$ cat src/rtl/sbt_pkg.sv
// Shared constants for the sixteen-bit timer with pulse train
package sbt_pkg;

    // Register indices; byte address is four times the index
    localparam logic [7:0] IDX_LOW   = 8'h1c;
    localparam logic [7:0] IDX_HIGH  = 8'h1d;
    localparam logic [7:0] IDX_LOAD  = 8'h1e;
    localparam logic [7:0] IDX_MODE  = 8'h20;
    localparam logic [7:0] IDX_IEN   = 8'h21;
    localparam logic [7:0] IDX_IFLG  = 8'h22;
    localparam logic [7:0] IDX_PORTA = 8'h23;

    localparam logic [7:0] ADDR_LOW   = {IDX_LOW[5:0], 2'b00};
    localparam logic [7:0] ADDR_HIGH  = {IDX_HIGH[5:0], 2'b00};
    localparam logic [7:0] ADDR_LOAD  = {IDX_LOAD[5:0], 2'b00};
    localparam logic [7:0] ADDR_MODE  = {IDX_MODE[5:0], 2'b00};
    localparam logic [7:0] ADDR_IEN   = {IDX_IEN[5:0], 2'b00};
    localparam logic [7:0] ADDR_IFLG  = {IDX_IFLG[5:0], 2'b00};
    localparam logic [7:0] ADDR_PORTA = {IDX_PORTA[5:0], 2'b00};

    // Field positions
    localparam int unsigned MODE_LSB  = 2;
    localparam int unsigned UFLOW_BIT = 5;
    localparam int unsigned PIN_BIT   = 5;

    // Reset values
    localparam logic [7:0]  MODE_RST  = 8'h00;
    localparam logic [7:0]  IEN_RST   = 8'h00;
    localparam logic [7:0]  PORTA_RST = 8'hff;
    localparam logic [15:0] CNT_RST   = 16'h0000;
    localparam logic [15:0] LATCH_RST = 16'h0000;

    // Mode pair coding
    localparam logic [1:0] MODE_INTERVAL = 2'b00;
    localparam logic [1:0] MODE_PULSE    = 2'b01;
    localparam logic [1:0] MODE_EVENT    = 2'b10;
    localparam logic [1:0] MODE_RETRIG   = 2'b11;

    // Bus answers
    localparam logic [1:0] RESP_OKAY   = 2'b00;
    localparam logic [1:0] RESP_SLVERR = 2'b10;

    typedef enum logic {SBT_PHASE_LOW, SBT_PHASE_HIGH} sbt_phase_t;

endpackage

$ cat src/rtl/sbt_pin_sync.sv
// Three-stage pin synchroniser with agreed rising-edge detect
`timescale 1ns/100ps
`default_nettype none
module sbt_pin_sync
(
    input  wire logic clk_i,   // Core clock
    input  wire logic rst_i,   // Synchronous reset
    input  wire logic pin_i,   // Asynchronous pin
    output logic      level_o, // Filtered level
    output logic      rise_o   // One-cycle rising pulse
);
    logic s1_q;
    logic s2_q;
    logic s3_q;
    logic lvl_q;
    wire  agree = (s2_q == s3_q);

    always_ff @(posedge clk_i)
    begin
        if (rst_i)
        begin
            s1_q  <= 1'b1;
            s2_q  <= 1'b1;
            s3_q  <= 1'b1;
            lvl_q <= 1'b1;
        end
        else
        begin
            s1_q <= pin_i;
            s2_q <= s1_q;
            s3_q <= s2_q;
            if (agree)
                lvl_q <= s3_q;
        end
    end

    assign rise_o  = agree & s3_q & ~lvl_q;
    assign level_o = lvl_q;
endmodule
`default_nettype wire

$ cat src/rtl/sbt_axil_port.sv
// AXI4-Lite slave front end producing register strobes
`timescale 1ns/100ps
`default_nettype none
module sbt_axil_port
(
    input  wire logic       clk_i,     // Core clock
    input  wire logic       rst_i,     // Synchronous reset
    input  wire logic [7:0] awaddr_i,  // Write address
    input  wire logic       awvalid_i, // Write address valid
    output logic            awready_o, // Write address ready
    input  wire logic [7:0] wdata_i,   // Write data low byte
    input  wire logic       wstrb_i,   // Low byte strobe
    input  wire logic       wvalid_i,  // Write data valid
    output logic            wready_o,  // Write data ready
    output logic [1:0]      bresp_o,   // Write response
    output logic            bvalid_o,  // Write response valid
    input  wire logic       bready_i,  // Write response ready
    input  wire logic [7:0] araddr_i,  // Read address
    input  wire logic       arvalid_i, // Read address valid
    output logic            arready_o, // Read address ready
    output logic [7:0]      rdata_o,   // Read data
    output logic [1:0]      rresp_o,   // Read response
    output logic            rvalid_o,  // Read data valid
    input  wire logic       rready_i,  // Read data ready
    output logic            wr_en_o,   // Write taken pulse
    input  wire logic       wr_err_i,  // Write address unmapped
    output logic            rd_en_o,   // Read taken pulse
    input  wire logic [7:0] rd_data_i, // Read data of decode
    input  wire logic       rd_err_i   // Read address unmapped
);
    logic       bvalid_q;
    logic [1:0] bresp_q;
    logic       rvalid_q;
    logic [1:0] rresp_q;
    logic [7:0] rdata_q;

    wire wr_take = awvalid_i & wvalid_i & ~bvalid_q;
    wire rd_take = arvalid_i & ~rvalid_q;

    always_ff @(posedge clk_i)
    begin
        if (rst_i)
        begin
            bvalid_q <= 1'b0;
            bresp_q  <= sbt_pkg::RESP_OKAY;
            rvalid_q <= 1'b0;
            rresp_q  <= sbt_pkg::RESP_OKAY;
            rdata_q  <= 8'h00;
        end
        else
        begin
            if (wr_take)
            begin
                bvalid_q <= 1'b1;
                bresp_q  <= wr_err_i ? sbt_pkg::RESP_SLVERR : sbt_pkg::RESP_OKAY;
            end
            else if (bready_i)
                bvalid_q <= 1'b0;
            if (rd_take)
            begin
                rvalid_q <= 1'b1;
                rresp_q  <= rd_err_i ? sbt_pkg::RESP_SLVERR : sbt_pkg::RESP_OKAY;
                rdata_q  <= rd_data_i;
            end
            else if (rready_i)
                rvalid_q <= 1'b0;
        end
    end

    assign awready_o = wr_take;
    assign wready_o  = wr_take;
    assign arready_o = rd_take;
    assign wr_en_o   = wr_take & wstrb_i;
    assign rd_en_o   = rd_take;
    assign bvalid_o  = bvalid_q;
    assign bresp_o   = bresp_q;
    assign rvalid_o  = rvalid_q;
    assign rresp_o   = rresp_q;
    assign rdata_o   = rdata_q;
endmodule
`default_nettype wire

$ cat src/rtl/sbt_timer.sv
// Sixteen-bit down-counter with reload latches and pulse train output
//
// Behaviour
// - One 16-bit down-counter, reload latch B, latch C used only in pulse mode.
// - Read high index gives upper count byte; both low indices give lower byte.
// - Reading the lower count byte at the first low index clears underflow flag.
// - Writes to high and first low index fill latch B halves, any time.
// - Load index write fills latch B upper half, then copies latch B into counter.
// - Decrement past zero reloads latch B, or latch C after a pulse low phase, and sets underflow flag bit five.
// - Underflow flag cleared by lower byte read, load write, or reset.
// - Mode control bits three and two select the four counter modes.
// - Coding: 00 interval, 01 pulse train, 10 event, 11 retriggerable.
// - Interval mode decrements each clock; event mode on each qualifying event.
// - Event mode decrements on rising pin edges; source holds each level two clocks or more.
// - Retriggerable mode reloads on load write, underflow, and pin rising edge.
// - Retriggerable mode flags underflow only if no edge restarted count first.
// - Pulse mode high byte write also copies whole latch B into latch C.
// - Load write in pulse mode loads counter from latch B, pin goes low.
// - Pulse underflow alternates: after low load C, pin high; else B, low.
// - Reset clears mode bits to interval mode and all enable bits.
// - Reset zeroes mode control, interrupt enable and interrupt flag registers.
// - Reset sets port latch ones, so shared pin rests high.
`timescale 1ns/100ps
`default_nettype none
module sbt_timer
(
    input  wire logic       CORE_CLK_I,      // Core clock
    input  wire logic       RESET_I,         // Synchronous reset, high
    input  wire logic [7:0] S_AXI_AWADDR_I,  // Write address
    input  wire logic       S_AXI_AWVALID_I, // Write address valid
    output logic            S_AXI_AWREADY_O, // Write address ready
    input  wire logic [31:0] S_AXI_WDATA_I,  // Write data
    input  wire logic [3:0] S_AXI_WSTRB_I,   // Write byte strobes
    input  wire logic       S_AXI_WVALID_I,  // Write data valid
    output logic            S_AXI_WREADY_O,  // Write data ready
    output logic [1:0]      S_AXI_BRESP_O,   // Write response
    output logic            S_AXI_BVALID_O,  // Write response valid
    input  wire logic       S_AXI_BREADY_I,  // Write response ready
    input  wire logic [7:0] S_AXI_ARADDR_I,  // Read address
    input  wire logic       S_AXI_ARVALID_I, // Read address valid
    output logic            S_AXI_ARREADY_O, // Read address ready
    output logic [31:0]     S_AXI_RDATA_O,   // Read data
    output logic [1:0]      S_AXI_RRESP_O,   // Read response
    output logic            S_AXI_RVALID_O,  // Read data valid
    input  wire logic       S_AXI_RREADY_I,  // Read data ready
    input  wire logic       PIN_I,           // Shared pin level in
    output logic            PIN_O,           // Shared pin level out
    output logic            PIN_OE_O,        // Shared pin drive enable
    output logic            IRQ_O            // Interrupt request, high
);
    // Bus side strobes
    logic       wr_en;
    logic       rd_en;
    logic [7:0] rd_data;
    logic [7:0] rdata_byte;
    logic       wr_unmapped;
    logic       rd_unmapped;

    // Registers
    logic [15:0] count_q;
    logic [15:0] count_d;
    logic [15:0] latch_b_q;
    logic [15:0] latch_b_d;
    logic [15:0] latch_c_q;
    logic [15:0] latch_c_d;
    logic [7:0]  mode_q;
    logic [7:0]  mode_d;
    logic [7:0]  ien_q;
    logic [7:0]  porta_q;
    logic        uflow_flag_q;
    logic        uflow_flag_d;
    logic        pin_q;
    logic        pin_oe_q;
    sbt_pkg::sbt_phase_t phase_q;
    sbt_pkg::sbt_phase_t phase_d;

    // Pin edge detect
    logic pin_level;
    logic pin_rise;

    sbt_axil_port u_port
    (
        .clk_i     (CORE_CLK_I),
        .rst_i     (RESET_I),
        .awaddr_i  (S_AXI_AWADDR_I),
        .awvalid_i (S_AXI_AWVALID_I),
        .awready_o (S_AXI_AWREADY_O),
        .wdata_i   (S_AXI_WDATA_I[7:0]),
        .wstrb_i   (S_AXI_WSTRB_I[0]),
        .wvalid_i  (S_AXI_WVALID_I),
        .wready_o  (S_AXI_WREADY_O),
        .bresp_o   (S_AXI_BRESP_O),
        .bvalid_o  (S_AXI_BVALID_O),
        .bready_i  (S_AXI_BREADY_I),
        .araddr_i  (S_AXI_ARADDR_I),
        .arvalid_i (S_AXI_ARVALID_I),
        .arready_o (S_AXI_ARREADY_O),
        .rdata_o   (rdata_byte),
        .rresp_o   (S_AXI_RRESP_O),
        .rvalid_o  (S_AXI_RVALID_O),
        .rready_i  (S_AXI_RREADY_I),
        .wr_en_o   (wr_en),
        .wr_err_i  (wr_unmapped),
        .rd_en_o   (rd_en),
        .rd_data_i (rd_data),
        .rd_err_i  (rd_unmapped)
    );

    sbt_pin_sync u_sync
    (
        .clk_i   (CORE_CLK_I),
        .rst_i   (RESET_I),
        .pin_i   (PIN_I),
        .level_o (pin_level),
        .rise_o  (pin_rise)
    );

    assign S_AXI_RDATA_O = {24'h000000, rdata_byte};

    // Address decode
    wire [7:0] wa = S_AXI_AWADDR_I;
    wire [7:0] ra = S_AXI_ARADDR_I;
    wire [7:0] wd = S_AXI_WDATA_I[7:0];

    wire wa_low   = (wa == sbt_pkg::ADDR_LOW);
    wire wa_high  = (wa == sbt_pkg::ADDR_HIGH);
    wire wa_load  = (wa == sbt_pkg::ADDR_LOAD);
    wire wa_mode  = (wa == sbt_pkg::ADDR_MODE);
    wire wa_ien   = (wa == sbt_pkg::ADDR_IEN);
    wire wa_iflg  = (wa == sbt_pkg::ADDR_IFLG);
    wire wa_porta = (wa == sbt_pkg::ADDR_PORTA);
    assign wr_unmapped = ~(wa_low | wa_high | wa_load | wa_mode | wa_ien | wa_iflg | wa_porta);

    wire ra_low   = (ra == sbt_pkg::ADDR_LOW);
    wire ra_high  = (ra == sbt_pkg::ADDR_HIGH);
    wire ra_load  = (ra == sbt_pkg::ADDR_LOAD);
    wire ra_mode  = (ra == sbt_pkg::ADDR_MODE);
    wire ra_ien   = (ra == sbt_pkg::ADDR_IEN);
    wire ra_iflg  = (ra == sbt_pkg::ADDR_IFLG);
    wire ra_porta = (ra == sbt_pkg::ADDR_PORTA);
    assign rd_unmapped = ~(ra_low | ra_high | ra_load | ra_mode | ra_ien | ra_iflg | ra_porta);

    // Write strobes, low byte lane only
    wire wr_go       = wr_en;
    wire wr_low      = wr_go & wa_low;
    wire wr_high     = wr_go & wa_high;
    wire wr_load     = wr_go & wa_load;
    wire wr_mode     = wr_go & wa_mode;
    wire wr_ien      = wr_go & wa_ien;
    wire wr_porta    = wr_go & wa_porta;
    wire rd_low_clr  = rd_en & ra_low;

    // Mode selection
    wire [1:0] mode     = mode_q[sbt_pkg::MODE_LSB +: 2];
    wire       m_pulse  = (mode == sbt_pkg::MODE_PULSE);
    wire       m_event  = (mode == sbt_pkg::MODE_EVENT);
    wire       m_retrig = (mode == sbt_pkg::MODE_RETRIG);

    // Count enable: every clock, or each pin rise in event mode
    wire dec_en  = m_event ? pin_rise : 1'b1;
    wire retrig  = m_retrig & pin_rise & ~wr_load;
    wire at_zero = (count_q == 16'h0000);
    // A restart in the same cycle beats the underflow
    wire uflow   = dec_en & at_zero & ~wr_load & ~retrig;

    // Read data mux
    wire [7:0] iflg_view = {2'b00, uflow_flag_q, 5'b00000};
    // Shared pin bit reads the filtered pin level
    wire [7:0] porta_view = {porta_q[7:6], pin_level, porta_q[4:0]};
    assign rd_data = (ra_high)            ? count_q[15:8] :
                     (ra_low | ra_load)   ? count_q[7:0]  :
                     (ra_mode)            ? mode_q        :
                     (ra_ien)             ? ien_q         :
                     (ra_iflg)            ? iflg_view     :
                     (ra_porta)           ? porta_view    :
                                            8'h00;

    // Latch update
    always_comb
    begin
        latch_b_d = latch_b_q;
        latch_c_d = latch_c_q;
        if (wr_low)
            latch_b_d[7:0] = wd;
        if (wr_high | wr_load)
            latch_b_d[15:8] = wd;
        if (wr_high & m_pulse)
            latch_c_d = {wd, latch_b_q[7:0]};
    end

    // Counter update
    always_comb
    begin
        count_d = count_q;
        if (wr_load)
            count_d = {wd, latch_b_q[7:0]};
        else if (retrig)
            count_d = latch_b_q;
        else if (uflow)
        begin
            if (m_pulse && phase_q == sbt_pkg::SBT_PHASE_LOW)
                count_d = latch_c_q;
            else
                count_d = latch_b_q;
        end
        else if (dec_en)
            count_d = count_q - 16'h0001;
    end

    // Pulse phase
    wire [1:0] new_mode   = wd[sbt_pkg::MODE_LSB +: 2];
    wire       enter_pulse = wr_mode & (new_mode == sbt_pkg::MODE_PULSE) & ~m_pulse;

    always_comb
    begin
        phase_d = phase_q;
        if (enter_pulse)
            phase_d = sbt_pkg::SBT_PHASE_HIGH;
        else if (m_pulse & wr_load)
            phase_d = sbt_pkg::SBT_PHASE_LOW;
        else if (m_pulse & uflow)
        begin
            if (phase_q == sbt_pkg::SBT_PHASE_LOW)
                phase_d = sbt_pkg::SBT_PHASE_HIGH;
            else
                phase_d = sbt_pkg::SBT_PHASE_LOW;
        end
    end

    // Flag: a set in the clearing cycle wins
    assign uflow_flag_d = uflow | (uflow_flag_q & ~(rd_low_clr | wr_load));
    assign mode_d       = wr_mode ? wd : mode_q;

    // Pin drive: pulse output, else port latch in interval mode
    wire [1:0] mode_nx   = mode_d[sbt_pkg::MODE_LSB +: 2];
    wire [7:0] porta_nx  = wr_porta ? wd : porta_q;
    wire       pulse_nx  = (mode_nx == sbt_pkg::MODE_PULSE);
    wire       drive_nx  = pulse_nx | (mode_nx == sbt_pkg::MODE_INTERVAL);
    wire       level_nx  = pulse_nx ? (phase_d == sbt_pkg::SBT_PHASE_HIGH)
                                    : porta_nx[sbt_pkg::PIN_BIT];

    always_ff @(posedge CORE_CLK_I)
    begin
        if (RESET_I)
        begin
            count_q   <= sbt_pkg::CNT_RST;
            latch_b_q <= sbt_pkg::LATCH_RST;
            latch_c_q <= sbt_pkg::LATCH_RST;
            phase_q   <= sbt_pkg::SBT_PHASE_HIGH;
        end
        else
        begin
            count_q   <= count_d;
            latch_b_q <= latch_b_d;
            latch_c_q <= latch_c_d;
            phase_q   <= phase_d;
        end
    end

    always_ff @(posedge CORE_CLK_I)
    begin
        if (RESET_I)
        begin
            mode_q       <= sbt_pkg::MODE_RST;
            ien_q        <= sbt_pkg::IEN_RST;
            uflow_flag_q <= 1'b0;
        end
        else
        begin
            mode_q       <= mode_d;
            uflow_flag_q <= uflow_flag_d;
            if (wr_ien)
                ien_q <= wd;
        end
    end

    always_ff @(posedge CORE_CLK_I)
    begin
        if (RESET_I)
        begin
            porta_q  <= sbt_pkg::PORTA_RST;
            pin_q    <= 1'b1;
            pin_oe_q <= 1'b1;
        end
        else
        begin
            porta_q  <= porta_nx;
            pin_q    <= level_nx;
            pin_oe_q <= drive_nx;
        end
    end

    assign PIN_O    = pin_q;
    assign PIN_OE_O = pin_oe_q;
    assign IRQ_O    = uflow_flag_q & ien_q[sbt_pkg::UFLOW_BIT];
endmodule
`default_nettype wire

$ cat config.mk
export PLATFORM = sky130hd
export DESIGN_NAME = sbt_timer
export DESIGN_NICKNAME = d
export VERILOG_FILES = /design/src/rtl/sbt_pkg.sv /design/src/rtl/sbt_pin_sync.sv /design/src/rtl/sbt_axil_port.sv /design/src/rtl/sbt_timer.sv
export SDC_FILE = /design/constraint.sdc
export NUM_CORES = 1
export LEC_CHECK = 0
export ABC_AREA = 1
export BUFFER_PORTS_ARGS = -buffer_cell sky130_fd_sc_hd__buf_4
export CAP_MARGIN = 20
export CORE_MARGIN = 8
export CORE_UTILIZATION = 60
export DETAILED_ROUTE_END_ITERATION = 10
export GPL_ROUTABILITY_DRIVEN = 0
export PLACE_DENSITY = 0.86
export SYNTH_ARGS = -nofsm -noshare
export SYNTH_HDL_FRONTEND = slang
export SYNTH_SLANG_ARGS = --single-unit
$ cat constraint.sdc
create_clock -name CORE_CLK_I -period 4.5 [get_ports CORE_CLK_I]
set_input_delay 0.225 -clock CORE_CLK_I [delete_from_list [all_inputs] [get_ports CORE_CLK_I]]
set_output_delay 0.225 -clock CORE_CLK_I [all_outputs]
set_load 0.005 [all_outputs]
* After elaboration in Yosys (flattened, before gate mapping)
Cells that the tools add are included.
Word-level totals: register bits 94, bits of input ports 60, output and inout port bits 44
Operators by class: $add $sub $neg 1, eq/ne operators 20, mux-type cells 25, bitwise gates (word level) 50, reduce and logical (&&, ||, !) cells 6
Operators with widths (number):
- $mux W16 | 5
- $eq A8 B8 Y1 const B | 8
- $eq A8 B7 Y1 const B | 6
- $mux W8 | 6
- $and A1 B1 Y1 | 25
- $or A1 B1 Y1 | 17
- $logic_not A16 Y1 | 1
- $sub A16 B1 Y16 const B | 1
- $mux W1 | 10
- $not A1 Y1 | 8
- $eq A2 B1 Y1 const B | 3
- $mux W6 | 1
- $eq A2 B2 Y1 const B | 2
- $mux W2 | 2
- $mux W4 | 1
- $reduce_bool A2 Y1 | 2
- $reduce_bool A4 Y1 | 1
- $logic_not A2 Y1 | 1
- $eq A1 B1 Y1 | 1
- $logic_and A1 B1 Y1 | 1

* Longest topological paths before layout
Gate-level depths: netlist (run 1).
depth in word-level cells 13, gate-level depth with buffers 12

* Hierarchy
A second synthesis (run 1) with hierarchy kept.
Second synthesis, totals: cells, all modules 709, area, all modules 4941.0 um^2
By module, submodules not included:
- sbt_timer | times used 1, cells each 629, area each 4315.4 um^2
- sbt_axil_port | times used 1, cells each 65, area each 486.7 um^2
- sbt_pin_sync | times used 1, cells each 15, area each 138.9 um^2

* Worst setup path before layout (run 1)
No wires, ideal clock.
kind register -> register, from register count_q[0], to register count_q[2], setup time 0.119 ns, arrival time 1.372 ns, required time 4.381 ns, slack 3.008 ns, stages on the path, launching flop included 11, path buffers 1, period minus slack after synthesis 1.492 ns, cell sequence dfxtp_1 > inv_1 > ha_1 > nand2_1 > nor2_1 > nand3_2 > nor2_8 > buf_4 > o21ai_1 > o21ai_1 > a21oi_1
Between the ends: longest elaborated chain between the ends 7
Ends and longest elaborated chain:
- start, declared | line sbt_timer.sv:60 | logic [15:0] count_q;
- start signal, assigned | line sbt_timer.sv:246 | count_q <= sbt_pkg::CNT_RST;
- start signal, assigned | line sbt_timer.sv:253 | count_q <= count_d;
- parallel branches: the longest is 7 deep, another holds $sub A16 B1 Y16
Parallel ways; which one is timed is not known. The select of a mux whose other input is x is not followed. A chain may end at the register's enable or synchronous reset.

* Final worst setup path (run 1)
from register mode_q[2], to register count_q[4]
Between the ends: longest elaborated chain between the ends 8
Ends and longest elaborated chain:
- start, declared | line sbt_timer.sv:66 | logic [7:0] mode_q;
- start signal, assigned | line sbt_timer.sv:264 | mode_q <= sbt_pkg::MODE_RST;
- start signal, assigned | line sbt_timer.sv:270 | mode_q <= mode_d;
- $eq A2 B2 Y1 (on tied branches) | line sbt_timer.sv:156, sbt_timer.sv:157
- $mux W1 / $and A1 B1 Y1 (equally long branches) | line sbt_timer.sv:160, sbt_timer.sv:161
- $and A1 B1 Y1 (on tied branches) | line sbt_timer.sv:164, sbt_timer.sv:161
- $and A1 B1 Y1 / $not A1 Y1 (equally long branches) | line sbt_timer.sv:164 | wire uflow = dec_en & at_zero & ~wr_load & ~retrig;
- $and A1 B1 Y1 | line sbt_timer.sv:164
- $mux W16 | line sbt_timer.sv:199 | else if (uflow)
- $mux W16 | line sbt_timer.sv:197 | else if (retrig)
- $mux W16 | line sbt_timer.sv:195 | if (wr_load)
Parallel ways exist; a longest one is shown, timed or not.

==> key figures, run 1 <==
Yosys
  – Area leader, netlist: dfxtp_1
  – Top cells by area, synth: dfxtp_1, nand2_1, o21ai_0, a21oi_1, nor2_1
  – Ys flop type: dfxtp_1
  – Most instantiated cells after synthesis: nand2_1, dfxtp_1, o21ai_0, a21oi_1, nor2_1
  – Top-count cell post-synth: nand2_1
  – Cell count after synthesis: 705
  – Post-synth EDFFs: 0
  – Area of the mapped netlist: 5090 um2
  – Asr flop ratio synth: 0%
  – Top cell type's share of synthesized area: 36.2%
  – Syn Area/Cell: 7.21 um2
  – FF+latch count, synth: 92
  – Part of the Yosys area used for sequential elements: 36.2%
  – Netlist cell types: 46
  – Yosys warnings: 0

Timing
  – Final Hold Viols: 0
  – Final setup vio count: 0
  – Setup TNS: 0 ps
  – Fin crit share: a little under three fifths
  – Least-Margin Pin Slew: 1030 ps
  – Fmax: around 400 MHz
  – RSZ-0062 raised after global routing: no
  – Min cycle time layout: 2530 ps
  – Clk_skew: 7.70 ps
  – Rel. slew slack: 30.9%
  – Fin. max-slew vios: 0

Worst setup path
  – Critical Path RT: approximately 4800 ps
  – RR Startpoint: mode_q[2]
  – Slowest CP cell: nand2_1
  – Crit end category: register
  – Crit Path Max Fanout: 16
  – Top Family by Delay on Critical Path: simple AND/OR/NAND/NOR gates
  – Reg2Reg Capture Point: count_q[4]
  – Sum of buffers and inverters on the critical path: 1
  – Startpoint types: register
  – Register-to-Register Path Depth: 6
  – WP data arrival: 2800 ps
  – Crit-path cells: inv_2 > nor2_1 > nand2_1 > mux2_2 > o21ai_0 > a21oi_1
  – Critical path class: reg -> reg
  – Worst reg2reg setup slack: 1970 ps
  – Critical path depth in cells: 6
  – Biggest cell delay along the critical path: 640 ps

Power and ir drop
  – Pwr Density: 408 nW/um2
  – Worst VDD drop: 0.000177 V
  – Leakage: between 2 and 2.5 nW

GRT
  – Met1 Use GR: 29.1%
  – GRT busiest layer: met2
  – Number of global-route vias before repair: 4669
  – Global-route wire length before repair: 22000 um
  – Initial antenna violation count: 0
  – Met3 Track Usage GR: 6.01%
  – GRT Residual Overflow: 0
  – Gr usage total: 23.5%
  – Met2 GRT Util: between 30 and 40%
  – Pin count of the biggest net entering global routing: 56

Drt
  – WL/cell: ~16 um
  – Drt pass-1 iters: 5
  – Residual DRC: 0
  – Final wirelength: 13900 um
  – Vias: 5049
  – Final antenna-violating net count: 0
  – Vias per cell: approximately 6
  – Initial drt markers: 532

Layout
  – Antenna cell count: 0
  – Register Area: 1840 um2
  – Area grow syn2layout: 9.10%
  – Layout cells sized above 1: between 10% and 20%
  – Util after Layout: 67.5%
  – Fillers: about 700
  – Multi-input gate area: 2710 um2
  – Nets@finish: 803

Min path
  – Hold Crit Class: in -> reg
  – Hold Path Cell Cnt: 2
  – Hold_sp: PIN_I
  – WHS Endpoint: u_sync.s1_q

Clock tree
  – TritonCTS buffer count: 9
  – Setup bufs post-CTS: 0
  – CTS root buf: clkbuf_8
  – Cts repair resizes: 0
  – # clock sinks: 92
  – Clk_lat worst skew: 380 ps
  – H-tree depth: 3
  – Clk pin slew, worst setup/hold paths: 100 ps
  – CTS Hold Bufs: 0
  – CTS max path bufs: 2
  – TritonCTS clock tree: done

Placement
  – Port Buffers: 50
  – HPWL Detailed: ~10000 um

Status
  – Status: finished, final reports clean

Run
  – Max_cap viols: 0

Floorplan
  – Core Rows: 33
  – Core footprint: 8220 um2
  – Initial Util: 61.9%
  – Die Area: roughly 12000 um2
  – Die width: 108 um
  – Num ports: 104
  – Die Y: 108 um
==> cell families after synthesis <==
group / Yosys count / share of synthesized area (%)
muxes: 1 / 0.221
buffers and inverters: 126 / 12.4
and+or+nand+nor: 273 / 26.7
xor gates and xnor gates: 7 / 1.21
AOI/OAI and AO/OA: 202 / 22.4
adders and majority gates: 3 / 0.738
other: 1 / 0.0737
DFF: 92 / 36.2
==> worst max-delay path by stage <==
stage	startpoint	slack (ps)	end
2_1_floorplan	count_q[0]	3010	count_q[2]
3_3_place_gp	mode_q[2]	2160	count_q[4]
3_5_place_dp	mode_q[2]	2070	count_q[4]
4_1_cts	mode_q[2]	2070	count_q[4]
5_1_grt	mode_q[2]	1790	count_q[0]
6_report	mode_q[2]	1970	count_q[4]
==> through the flow <==
step	setup slack, ps	instance area (um2)	power [mW]	hold slack (ps)	std cells
final	1970	5550	2.26	21.4	850
after global routing	1790	5550	2.38	23.0	850
after CTS	2070	5550	2.23	25.5	850
after detailed placement	2070	5340	1.65	394	834
after global placement	2160	5340	1.63	393	834
after floorplan	3010	5180	1.48	329	730
==> where the power goes <==
| group | internal, mW | switching [mW] |
|---|---|---|
| Clock | 0.265 | 0.330 |
| Sequential | 0.872 | 0.0648 |
| Combinational | 0.259 | 0.470 |
| Total | 1.40 | 0.865 |
==> routing by layer <==
metal,vias up,part of all wire [%]
li1,2375,-
met3,57,12
met5,-,0
met2,328,45
met1,2289,40
met4,0,3.7
==> placed cells by master (no fill, tap or decap), types with 2 or more instances in the layout <==
master	count
o221ai_1	2
or2_2	3
nor2_2	8
o2111ai_1	4
o21ai_0	80
nor3_4	4
nand3b_1	2
inv_1	62
a211oi_2	6
xor2_1	6
o21ai_1	8
a31oi_1	8
a21oi_1	73
ha_1	3
dfxtp_1	92
nor2_8	2
a211oi_1	12
nor2_4	3
clkbuf_8	9
nand4_1	5
nor3_2	3
inv_2	10
inv_6	2
nand3_1	43
conb_1	26
nand2_1	112
o211ai_1	7
nand2_4	2
buf_4	51
clkinvlp_4	2
nor2_1	69
nand2_2	11
==> layout make-up <==
class | count | area share, %
Clock buffer | 9 | 2.23
Inverter | 74 | 5.05
Multi-Input combinational cell | 512 | 48.8
Clock inverter | 7 | 1.49
Tap cell | 105 | 2.37
Timing Repair Buffer | 51 | 6.90
Sequential cell | 92 | 33.2
==> registers in the layout, summed over array words and instances (netlist names), 8 cells and up <==
name and cells:
mode_q 8, latch_b_q 16, porta_q 8, latch_c_q 16
ien_q 8, u_port.rdata_o 8, count_q 16
Note: power is estimated with default switching activity, not from simulation.
==> inputs of run 2 (changes only) <==
- CORE_UTILIZATION: 60 -> 50
- PLACE_DENSITY: 0.86 -> 0.77
- clock period: 4.5 -> 2.19 ns (I/O delays scaled with it)
==> key figures, run 2 (same netlist as run 1, synthesis figures left out) <==
Power and ir drop
  – Pwr Total: between 4 and 5 mW
  – Clk network pwr share: 25.8%
  – Pwr Density: 827 nW/um2
  – Sequential fraction of design power: between 40% and 50%
  – Sw frac: 38.5%
  – Internal Power: 2.89 mW
  – Sw power: 1.81 mW
  – Comb power frac: 33.3%
  – Leakage: 2.52 nW
  – Worst VDD drop: 0.000442 V

Drt
  – Initial drt markers: slightly below 600
  – Residual DRC: 0
  – Drt pass-1 iters: 7
  – Final antenna-violating net count: 0
  – WL/cell: 16.0 um
  – Final wirelength: approximately 14000 um
  – Vias: 4993
  – Vias per cell: 5.60

Layout
  – Nets@finish: 813
  – Layout cells sized above 1: 17.7%
  – Antenna cell count: 0
  – Util after Layout: 56.3%
  – Most frequent cells in the layout: nand2_1, dfxtp_1, o21ai_0, a21oi_1, nor2_1
  – Biggest regs: count_q (16), latch_b_q (16), latch_c_q (16)
  – Area grow syn2layout: 11.7%
  – Most common cell after layout, fill and taps aside: nand2_1
  – Final Cell Area: approximately 5700 um2

Timing
  – Fmax: 534 MHz
  – Setup TNS: 0 ps
  – RSZ-0062 raised after global routing: no
  – Fin crit share: between 80% and 90%
  – Fin. max-slew vios: 0
  – Final setup vio count: 0
  – Final Hold Viols: 0
  – Min cycle time layout: 1870 ps
  – Clk_skew: ~14 ps

Clock tree
  – CTS max path bufs: 2
  – # clock sinks: 92
  – TritonCTS buffer count: 9
  – TritonCTS clock tree: done
  – Cts repair resizes: 0
  – CTS root buf: clkbuf_8
  – Clk pin slew, worst setup/hold paths: 100 ps
  – H-tree depth: 3
  – Clk_lat worst skew: about 370 ps

Run
  – Max_cap viols: 0

Floorplan
  – Initial Util: 50.4%
  – Core footprint: 10100 um2
  – Core Rows: 37
  – Die Area: 13700 um2
  – Die width: 117 um
  – Die Y: 117 um
  – Num ports: around 100

Worst setup path
  – Startpoint types: register
  – Crit end category: register
  – Crit Path Max Fanout: 12
  – Worst reg2reg setup slack: 320 ps
  – Critical path class: reg -> reg
  – WP data arrival: 2140 ps
  – Critical Path RT: 2460 ps

Status
  – Status: finished, final reports clean

GRT
  – Pin count of the biggest net entering global routing: 50
  – GRT Residual Overflow: 0
  – Number of global-route vias before repair: 4718
  – Initial antenna violation count: 0
  – Global-route wire length before repair: roughly 23000 um
  – Gr usage total: 21.2%

Min path
  – Hold Crit Class: in -> reg

Placement
  – Port Buffers: 50
  – HPWL Detailed: 10500 um
  – Dpl cell area: 5450 um2
-- run 2: cell types whose count changed in the layout (fill, tap and decap cells not counted), sizes merged --
cell,delta
dlygate4sd3,+2
buf,+8
-- run 2: layout make-up --
| cell class | count | area [um2] |
|---|---|---|
| fillers | 953 | 4410 |
| clock buffers | 9 | 124 |
| inverters | 74 | 280 |
| repair buffers | 61 | 475 |
| flip-flops and latches | 92 | 1840 |
| multi-input cells | 512 | 2710 |
| well taps | 136 | 170 |
| clock inverters | 7 | 82.6 |
-- run 2: final timing paths --
path | cells past startpoint | start | end
worst min-delay path | 4 | S_AXI_BREADY_I | u_port.bvalid_o
worst max register to register | 11 | count_q[0] | count_q[3]
worst max-delay path | 11 | count_q[0] | count_q[3]
worst min register to register | 1 | u_sync.s1_q | u_sync.s2_q
-- run 2: worst max-delay path: stages, from the launching register on --
cell     delay (ps)
dfxtp_1         330
inv_1           150
ha_1            190
nand2_1          60
nor2_1          130
nand3_2         130
nor2_8          220
inv_2           100
nand3_1         110
nand3_1          70
nor2_1          210
nor2_1           60
-- run 2: power by group through the flow --
stage	combinational (mW)	clock, mW	sequential, mW
floorplan	1.14	0	1.91
global placement	1.46	0	1.95
detailed placement	1.50	0	1.95
CTS	1.52	1.22	1.91
global route	1.72	1.29	1.93
finish	1.56	1.21	1.92
-- run 2: layer usage --
layer	vias to the layer above	part of all wire, %	track usage (%)
li1	2405	-	-
met1	2257	40	26.4
met2	299	46	35.0
met3	32	11	4.67
met4	0	2.7	8.45
met5	-	0	0
-- run 2: metrics by stage --
| step | setup WS (ps) | hold slack [ps] | cells |
|---|---|---|---|
| floorplan | 698 | 213 | 730 |
| global placement | 375 | 296 | 873 |
| detailed placement | 384 | 298 | 873 |
| CTS | 357 | 11.0 | 891 |
| global route | 111 | 12.7 | 891 |
| finish | 316 | 13.3 | 891 |
-- run 2: what timing repair did --
action | 4_1_cts | 5_1_grt
hold buffers | 2 | 0
buffers inserted | 0 | 0
hold endpoints to repair | 2 | 0
